==> config.mk <==
export PLATFORM = sky130hd
export DESIGN_NAME = lsc_regs
export DESIGN_NICKNAME = d
export VERILOG_FILES = /design/src/lsc_pkg.sv /design/src/lsc_always_on.sv /design/src/lsc_regs.sv
export SDC_FILE = /design/constraint.sdc
export NUM_CORES = 1
export LEC_CHECK = 0
export BUFFER_PORTS_ARGS = -buffer_cell sky130_fd_sc_hd__buf_4
export CORE_MARGIN = 5
export CORE_UTILIZATION = 41
export CTS_CLUSTER_DIAMETER = 30
export CTS_CLUSTER_SIZE = 8
export DETAILED_ROUTE_END_ITERATION = 12
export HOLD_SLACK_MARGIN = 0.03
export PLACE_DENSITY_LB_ADDON = 0.08
export SYNTH_ARGS = -nofsm -noshare
export SYNTH_HDL_FRONTEND = slang
export SYNTH_SLANG_ARGS = --single-unit
==> constraint.sdc <==
create_clock -name clock -period 1.4 [get_ports clock]
set_input_delay 0 -clock clock [delete_from_list [all_inputs] [get_ports clock]]
set_output_delay 0 -clock clock [all_outputs]
set_load 0.01 [all_outputs]
==> src/lsc_pkg.sv <==
package lsc_pkg;

	// register addresses on the internal register port
	localparam logic [7:0] LSC_CTL_ADDR = 8'h6A;   // on/off control
	localparam logic [7:0] LSC_GRP_ADDR = 8'hF3;   // rail class and delay group
	localparam logic [7:0] LSC_LVL_ADDR = 8'h18;   // output level code

	// control register layout
	localparam int LSC_CTL_ON_BIT  = 0;            // supply_on_bit
	localparam int LSC_CTL_SEL_BIT = 1;            // supply_source_select
	localparam logic [7:0] LSC_CTL_RESET = 8'h00;
	localparam logic [7:0] LSC_CTL_MASK  = 8'h03;

	// sequencing register layout
	localparam int LSC_GRP_LSB   = 0;              // supply_delay_group lsb
	localparam int LSC_GRP_W     = 4;
	localparam int LSC_CLASS_LSB = 4;              // supply_rail_class lsb
	localparam int LSC_CLASS_W   = 2;
	localparam logic [7:0] LSC_GRP_MASK  = 8'h3F;
	localparam logic [3:0] LSC_GRP_MAX   = 4'hE;   // last defined group, 14
	localparam logic [7:0] LSC_GRP_RESET = 8'h00;  // held only until the otp copy lands

	// rail class encodings
	localparam logic [1:0] LSC_CLASS_A  = 2'h0;
	localparam logic [1:0] LSC_CLASS_U  = 2'h1;
	localparam logic [1:0] LSC_CLASS_S  = 2'h2;
	localparam logic [1:0] LSC_CLASS_SX = 2'h3;

	// output level register layout: code 0 is 1.00 V, +50 mV per step
	localparam int LSC_LVL_W = 6;
	localparam logic [7:0] LSC_LVL_MASK  = 8'h3F;
	localparam logic [7:0] LSC_LVL_RESET = 8'h00;
	localparam logic [5:0] LSC_LVL_MAX   = 6'h37;  // 55, 3.75 V

	// power manager state codes
	localparam logic [2:0] LSC_PM_S0 = 3'h0;
	localparam logic [2:0] LSC_PM_S3 = 3'h3;
	localparam logic [2:0] LSC_PM_S4 = 3'h4;
	localparam logic [2:0] LSC_PM_S5 = 3'h5;
	localparam logic [2:0] LSC_PM_G3 = 3'h7;

endpackage

==> src/lsc_always_on.sv <==
`timescale 1ns/1ps
`default_nettype none

// always-on supply enable, tracks power manager state
module lsc_always_on
	import lsc_pkg::*;
(
	// clock and reset
	input  wire logic       clock,
	input  wire logic       arst_n,
	// power manager state
	input  wire logic [2:0] pm_state,
	// supply enable
	output logic            aon_enable
);

	typedef enum logic {AON_OFF, AON_ON} lsc_aon_e;

	lsc_aon_e state_q;   // current enable state
	lsc_aon_e state_d;   // next enable state

	// switch on at entry to s4, hold through every deeper or shallower state until g3
	always_comb begin
		state_d = state_q;
		unique case (state_q)
			AON_OFF: begin
				if (pm_state == LSC_PM_S4) begin
					state_d = AON_ON;
				end
			end
			AON_ON: begin
				if (pm_state == LSC_PM_G3) begin
					state_d = AON_OFF;
				end
			end
		endcase
	end

	// state register
	always_ff @(posedge clock or negedge arst_n) begin
		if (!arst_n) begin
			state_q <= AON_OFF;
		end else begin
			state_q <= state_d;
		end
	end

	assign aon_enable = (state_q == AON_ON);

	AST_AON_ON_AT_S4: assert property (@(posedge clock) disable iff (!arst_n)
		(pm_state == LSC_PM_S4) |=> aon_enable)
		else $error("always-on supply not on after s4");

	AST_AON_HOLD: assert property (@(posedge clock) disable iff (!arst_n)
		(aon_enable && pm_state != LSC_PM_G3) |=> aon_enable)
		else $error("always-on supply dropped before g3");

	AST_AON_OFF_G3: assert property (@(posedge clock) disable iff (!arst_n)
		(pm_state == LSC_PM_G3) |=> !aon_enable)
		else $error("always-on supply still on in g3");

endmodule

`default_nettype wire

==> src/lsc_regs.sv <==
`timescale 1ns/1ps
`default_nettype none

// Overview of operation
// select 0: sequencer request drives on/off
// select 1: control bit 0 drives on/off
// sequencer low means on, high off
// six-bit level code, 1.00 V to 3.75 V
// rail class field bits 5:4
// delay group field bits 3:0, groups 0-14
// otp defaults for sequencing, control resets zero
// always-on supply on from s4 until g3
// reserved bits read zero, writes ignored
module lsc_regs
	import lsc_pkg::*;
(
	// clock and reset
	input  wire logic       clock,
	input  wire logic       arst_n,
	// register port from the serial host engine
	input  wire logic [7:0] reg_addr,
	input  wire logic       reg_wr,
	input  wire logic [7:0] reg_wdata,
	input  wire logic       reg_rd,
	output logic [7:0]      reg_rdata,
	output logic            reg_rvalid,
	// factory defaults
	input  wire logic [1:0] otp_rail_class,
	input  wire logic [3:0] otp_delay_group,
	// power sequencer and manager
	input  wire logic       seq_request,
	input  wire logic [2:0] pm_state,
	// supply controls
	output logic            supply_enable,
	output logic [5:0]      supply_level_code,
	output logic [1:0]      supply_rail_class,
	output logic [3:0]      supply_delay_group,
	output logic            always_on_enable
);

	logic [7:0] ctl_q, ctl_d;       // supply_onoff_control
	logic [7:0] grp_q, grp_d;       // supply_sequencing_group
	logic [7:0] lvl_q, lvl_d;       // supply_output_level
	logic       otp_done_q, otp_done_d; // defaults copied in
	logic [7:0] rdata_q, rdata_d;   // read data
	logic       rvalid_q, rvalid_d; // read answer strobe
	logic       en_q, en_d;         // supply on/off

	logic       wr_ctl, wr_grp, wr_lvl;

	assign wr_ctl = reg_wr && (reg_addr == LSC_CTL_ADDR);
	assign wr_grp = reg_wr && (reg_addr == LSC_GRP_ADDR);
	assign wr_lvl = reg_wr && (reg_addr == LSC_LVL_ADDR);

	// register writes; the otp copy happens the first cycle after reset release
	always_comb begin
		ctl_d      = ctl_q;
		grp_d      = grp_q;
		lvl_d      = lvl_q;
		otp_done_d = 1'b1;
		if (!otp_done_q) begin
			// strap-like capture, cannot be taken under the async reset itself
			grp_d = {2'h0, otp_rail_class, otp_delay_group};
		end else if (wr_grp) begin
			// class always accepted; group 15 is undefined so the old group stays
			grp_d[LSC_CLASS_LSB +: LSC_CLASS_W] = reg_wdata[LSC_CLASS_LSB +: LSC_CLASS_W];
			if (reg_wdata[LSC_GRP_LSB +: LSC_GRP_W] <= LSC_GRP_MAX) begin
				grp_d[LSC_GRP_LSB +: LSC_GRP_W] = reg_wdata[LSC_GRP_LSB +: LSC_GRP_W];
			end
		end
		if (wr_ctl) begin
			ctl_d = reg_wdata & LSC_CTL_MASK;
		end
		// codes above 55 have no level, so such writes are dropped
		if (wr_lvl && (reg_wdata[LSC_LVL_W-1:0] <= LSC_LVL_MAX)) begin
			lvl_d = reg_wdata & LSC_LVL_MASK;
		end
	end

	// register file
	always_ff @(posedge clock or negedge arst_n) begin
		if (!arst_n) begin
			ctl_q      <= LSC_CTL_RESET;
			grp_q      <= LSC_GRP_RESET;
			lvl_q      <= LSC_LVL_RESET;
			otp_done_q <= 1'b0;
		end else begin
			ctl_q      <= ctl_d;
			grp_q      <= grp_d;
			lvl_q      <= lvl_d;
			otp_done_q <= otp_done_d;
		end
	end

	// on/off source: sequencer is active low, unlike the sibling supply
	always_comb begin
		if (ctl_q[LSC_CTL_SEL_BIT]) begin
			en_d = ctl_q[LSC_CTL_ON_BIT];
		end else begin
			en_d = !seq_request;
		end
	end

	// enable flop, gives a glitch-free control to the analog side
	always_ff @(posedge clock or negedge arst_n) begin
		if (!arst_n) begin
			en_q <= 1'b0;
		end else begin
			en_q <= en_d;
		end
	end

	// read mux, unmapped addresses answer zero
	always_comb begin
		rvalid_d = reg_rd;
		rdata_d  = rdata_q;
		if (reg_rd) begin
			unique case (reg_addr)
				LSC_CTL_ADDR: rdata_d = ctl_q & LSC_CTL_MASK;
				LSC_GRP_ADDR: rdata_d = grp_q & LSC_GRP_MASK;
				LSC_LVL_ADDR: rdata_d = lvl_q & LSC_LVL_MASK;
				default:      rdata_d = 8'h00;
			endcase
		end
	end

	// read answer registers
	always_ff @(posedge clock or negedge arst_n) begin
		if (!arst_n) begin
			rdata_q  <= 8'h00;
			rvalid_q <= 1'b0;
		end else begin
			rdata_q  <= rdata_d;
			rvalid_q <= rvalid_d;
		end
	end

	// always-on supply tracker
	lsc_always_on u_aon (
		.clock      (clock),
		.arst_n     (arst_n),
		.pm_state   (pm_state),
		.aon_enable (always_on_enable)
	);

	assign reg_rdata          = rdata_q;
	assign reg_rvalid         = rvalid_q;
	assign supply_enable      = en_q;
	assign supply_level_code  = lvl_q[LSC_LVL_W-1:0];
	assign supply_rail_class  = grp_q[LSC_CLASS_LSB +: LSC_CLASS_W];
	assign supply_delay_group = grp_q[LSC_GRP_LSB +: LSC_GRP_W];

	AST_SEQ_SOURCE: assert property (@(posedge clock) disable iff (!arst_n)
		!ctl_q[LSC_CTL_SEL_BIT] |=> (supply_enable == !$past(seq_request)))
		else $error("sequencer source not followed");

	AST_REG_SOURCE: assert property (@(posedge clock) disable iff (!arst_n)
		ctl_q[LSC_CTL_SEL_BIT] |=> (supply_enable == $past(ctl_q[LSC_CTL_ON_BIT])))
		else $error("enable bit source not followed");

	AST_SEQ_LOW_ON: assert property (@(posedge clock) disable iff (!arst_n)
		(!ctl_q[LSC_CTL_SEL_BIT] && !seq_request)[*2] |-> supply_enable)
		else $error("supply off with sequencer low");

	AST_LVL_RANGE: assert property (@(posedge clock) disable iff (!arst_n)
		supply_level_code <= LSC_LVL_MAX)
		else $error("level code out of range");

	AST_CLASS_WRITE: assert property (@(posedge clock) disable iff (!arst_n)
		(wr_grp && otp_done_q) |=> (supply_rail_class == $past(reg_wdata[5:4])))
		else $error("rail class not written");

	AST_GROUP_RANGE: assert property (@(posedge clock) disable iff (!arst_n)
		otp_done_q |-> (supply_delay_group <= LSC_GRP_MAX) || $stable(supply_delay_group))
		else $error("undefined delay group accepted");

	AST_OTP_LOAD: assert property (@(posedge clock) disable iff (!arst_n)
		!otp_done_q |=> (supply_rail_class == $past(otp_rail_class))
			&& (supply_delay_group == $past(otp_delay_group)))
		else $error("otp defaults not loaded");

	AST_RSVD_ZERO: assert property (@(posedge clock) disable iff (!arst_n)
		reg_rvalid |-> (reg_rdata[7:6] == 2'h0))
		else $error("reserved bits read nonzero");

	AST_CTL_RSVD: assert property (@(posedge clock) disable iff (!arst_n)
		(reg_rd && reg_addr == LSC_CTL_ADDR) |=> (reg_rdata[7:2] == 6'h00))
		else $error("control reserved bits nonzero");

	// a dropped level write must leave the analog code untouched
	AST_LVL_DROP: assert property (@(posedge clock) disable iff (!arst_n)
		(wr_lvl && (reg_wdata[LSC_LVL_W-1:0] > LSC_LVL_MAX)) |=> $stable(supply_level_code))
		else $error("undefined level code accepted");

	AST_LVL_WRITE: assert property (@(posedge clock) disable iff (!arst_n)
		(wr_lvl && (reg_wdata[LSC_LVL_W-1:0] <= LSC_LVL_MAX))
			|=> (supply_level_code == $past(reg_wdata[LSC_LVL_W-1:0])))
		else $error("level code not written");

	AST_GROUP_WRITE: assert property (@(posedge clock) disable iff (!arst_n)
		(wr_grp && otp_done_q && (reg_wdata[LSC_GRP_LSB +: LSC_GRP_W] <= LSC_GRP_MAX))
			|=> (supply_delay_group == $past(reg_wdata[LSC_GRP_LSB +: LSC_GRP_W])))
		else $error("delay group not written");

	AST_CTL_WRITE: assert property (@(posedge clock) disable iff (!arst_n)
		wr_ctl |=> (ctl_q == ($past(reg_wdata) & LSC_CTL_MASK)))
		else $error("control write kept reserved bits");

	// no disable here, the property is about the reset itself
	AST_CTL_RESET: assert property (@(posedge clock)
		!arst_n |-> ((ctl_q == LSC_CTL_RESET) && !supply_enable))
		else $error("control not at reset value");

	// every read gets exactly one answer pulse, used for readback of reserved bits
	AST_READ_ANSWER: assert property (@(posedge clock) disable iff (!arst_n)
		reg_rd |=> reg_rvalid)
		else $error("read not answered");

	AST_NO_SPURIOUS: assert property (@(posedge clock) disable iff (!arst_n)
		!reg_rd |=> !reg_rvalid)
		else $error("read answer without a read");

endmodule

`default_nettype wire

==> results.json <==
{
  "status": "finished, final reports clean",
  "multi_input_area_um2": 544,
  "grt_pass1_wl_um": 4960,
  "io_pins": 53,
  "first_iter_violations": 14,
  "fin_nets": 194,
  "die_x_um": 63.9,
  "worstSkewPairLatency_ns": 0.30,
  "grtUsageTotal_pct": 14.8,
  "ant_nets": 0,
  "fp.dieH_um": 63.9,
  "use_met3_pct": 3.15,
  "hold_depth": 3,
  "cts_resized": 0,
  "vias": 980,
  "grt_pass1_vias": 1056,
  "antenna_found_initial": 0,
  "htree_levels": 1,
  "slew_viol_final": 0,
  "dp_cells": 176,
  "min_to": "grp_q[0]",
  "max_cap_violations": 0,
  "yosys-top-cells-area": "dfrtp_1 50%, mux2_2 9.4%, mux2_4 5.0%, nor4b_4 4.0%, a22oi_1 3.8%",
  "ys_seq_area_share_pct": 50.4,
  "fin_tns_setup_ns": 0,
  "place_congestion": 0.793,
  "ys_ff_latch": 24,
  "synth_cell_type_count": 29,
  "drc": 0,
  "critPathMaxFanout": 4,
  "post-synth-top-count-cell": "dfrtp_1",
  "wl_per_cell_um": 15.0,
  "grt.met2_usage_pct": 26.4,
  "cp_slowest_stage_delay_ns": 0.53,
  "vias_per_cell": 5.05,
  "cts-root-buf": "clkbuf_4",
  "syn-cell-area_um2": 1190,
  "core_area_um2": 2780,
  "cp.depth": 5,
  "drive_gt1_share_pct": 49.7,
  "overflow": 0,
  "hold_viol": 0,
  "ir_worst_vdd_uv": 678,
  "synth_common_cells": "24 x dfrtp_1, 10 x mux2_2, 9 x inv_1",
  "synth_top_area_share_pct": 50.4,
  "endpoint_kind": "register",
  "power_density_nw_per_um2": 797,
  "path_buf_inv": 2,
  "syn_inst": 96,
  "start_util_pct": 42.9,
  "register_area_um2": 601,
  "die_area_um2": 4090,
  "syn_area_per_cell_um2": 12.4,
  "worstReg2RegEnd": "u_aon.aon_enable",
  "skew_ns": 0.00343,
  "r2r_start": "u_aon.aon_enable",
  "synth_top_area_cell": "dfrtp_1",
  "firstDrtPassIters": 3,
  "reg2regPathDepth": 3,
  "fmax_mhz": 790,
  "worstPathArrival_ns": 1.47,
  "num_antenna_cells": 0,
  "cp_top_family": "buffers and inverters",
  "hold_path_class": "in2reg",
  "regToRegSetupSlack_ns": 0.14,
  "synthArstFlopShare_pct": 100,
  "routed_wl_um": 2910,
  "ys.flop_type": "dfrtp_1",
  "critPathLaunchType": "input pin",
  "cts_tree": "yes",
  "clock_sinks": 24,
  "grt_max_degree": 25,
  "yosysWarningCount": 0,
  "period_needed_ns": 1.27,
  "worst-setup-path-type": "in2reg",
  "numCtsBuffers": 3,
  "postCtsSetupBuffers": 0,
  "buffer_ports.inserted": 48,
  "dpl.hpwl_um": 2270,
  "leakage_nw": 0.823,
  "clockBufferDepth": 2,
  "slowest_stage": "dlygate4sd3_1",
  "setup_viol": 0,
  "min_from": "otp_delay_group[0]",
  "fillCellCount": 245,
  "instances_no_fill": 194,
  "rsz0062_at_grt": "false",
  "finalCritPeriodShare_pct": 90.4,
  "worstPathRequired_ns": 1.61,
  "synth_edf_count": 0,
  "rows": 19,
  "clkTransAtPathRegs_ns": 0.13,
  "met1_usage_pct": 18.0,
  "synthToLayoutAreaGrowth_pct": 49.6,
  "gr-max-usage-layer": "met2",
  "crit_chain": "dlygate4sd3_1 -> buf_4 -> nand4_1 -> a31oi_2 -> mux2_2"
}
-- state kept, by name, summed over array words and instances (netlist names) --
signal	flops
reg_rdata	6
ctl_q	2
reg_rvalid	1
lvl_q	6
grp_q	6
otp_done_q	1
u_aon.aon_enable	1
supply_enable	1
-- logic make-up after synthesis --
logic type,share of synthesized area [%]
simple gates,11.0
compound gates,17.8
other cells,0.630
buf+inv,4.83
mux,15.3
flops,50.4
-- metrics by stage --
step / utilization, % / total power [W] / hold WS [ns] / setup WS (ns) / area, um^2
6_report: 64.1 / 0.00142 / 0.0432 / 0.135 / 1780
5_1_grt: 64.1 / 0.00151 / 0.0344 / 0.0934 / 1780
3_3_place_gp: 57.8 / 0.00104 / -0.0791 / 0.0574 / 1610
3_5_place_dp: 57.8 / 0.00105 / -0.0786 / 0.0413 / 1610
2_1_floorplan: - / 0.000872 / -0.296 / 0.0579 / 1200
4_1_cts: 63.8 / 0.00144 / 0.0319 / 0.134 / 1770
-- layout make-up --
type,instances,area share [%]
flip-flops and latches,24,33.7
multi-input cells,60,30.5
repair buffers,66,29.7
well taps,31,2.17
clock buffers,4,2.03
inverters,9,1.89
-- worst reg2reg max path, cell delays in order, from the launching register on --
cell and delay [ns]:
dfrtp_1 0.42, a21oi_1 0.11, o21ai_0 0.08, dlygate4sd3_1 0.56
-- power breakdown --
group	internal, W	total (W)	switching, W
clock	0.000159	0.000360	0.000202
sequential	0.000733	0.000767	0.0000337
combinational	0.000177	0.000295	0.000118
-- worst max-delay path by stage --
stage / startpoint / to / slack [ns]
after floorplan: otp_done_q / grp_q[0] / 0.06
after global placement: reg_addr[5] / lvl_q[0] / 0.06
after detailed placement: reg_addr[5] / lvl_q[0] / 0.04
after CTS: u_aon.aon_enable / u_aon.aon_enable / 0.13
after global routing: u_aon.aon_enable / u_aon.aon_enable / 0.09
final: reg_wdata[0] / grp_q[1] / 0.13
-- metal layers --
metal / vias to the layer above / wire length [um]
met2: 26 / 1500
met3: 2 / 179
li1: 485 / -
met1: 467 / 1220
met4: 0 / 17
met5: - / 0
-- cell usage in the layout (no fill, tap or decap) --
cell type	instances
a22oi_1	6
dlygate4sd3_1	14
and4b_1	1
o22a_2	2
nand3_4	1
nor4b_4	2
nor2_1	2
nor4_2	1
nand3_1	3
nand2_1	2
dfrtp_1	24
o21a_1	1
clkbuf_8	1
and2_2	1
inv_1	9
nand4_1	1
mux2i_1	1
mux2_4	4
buf_4	52
a22o_1	2
a21oi_1	3
clkbuf_4	3
a21bo_2	2
conb_1	3
a31oi_4	1
o21ai_0	1
a31oi_1	2
o22ai_1	6
o21ai_1	1
mux2_2	10
a31oi_2	1
-- timing repair --
action	in CTS	in global routing
hold endpoints to repair	43	1
hold buffers	13	1
endpoints found under the setup margin	0	0
(Power assumes the default switching activity.)
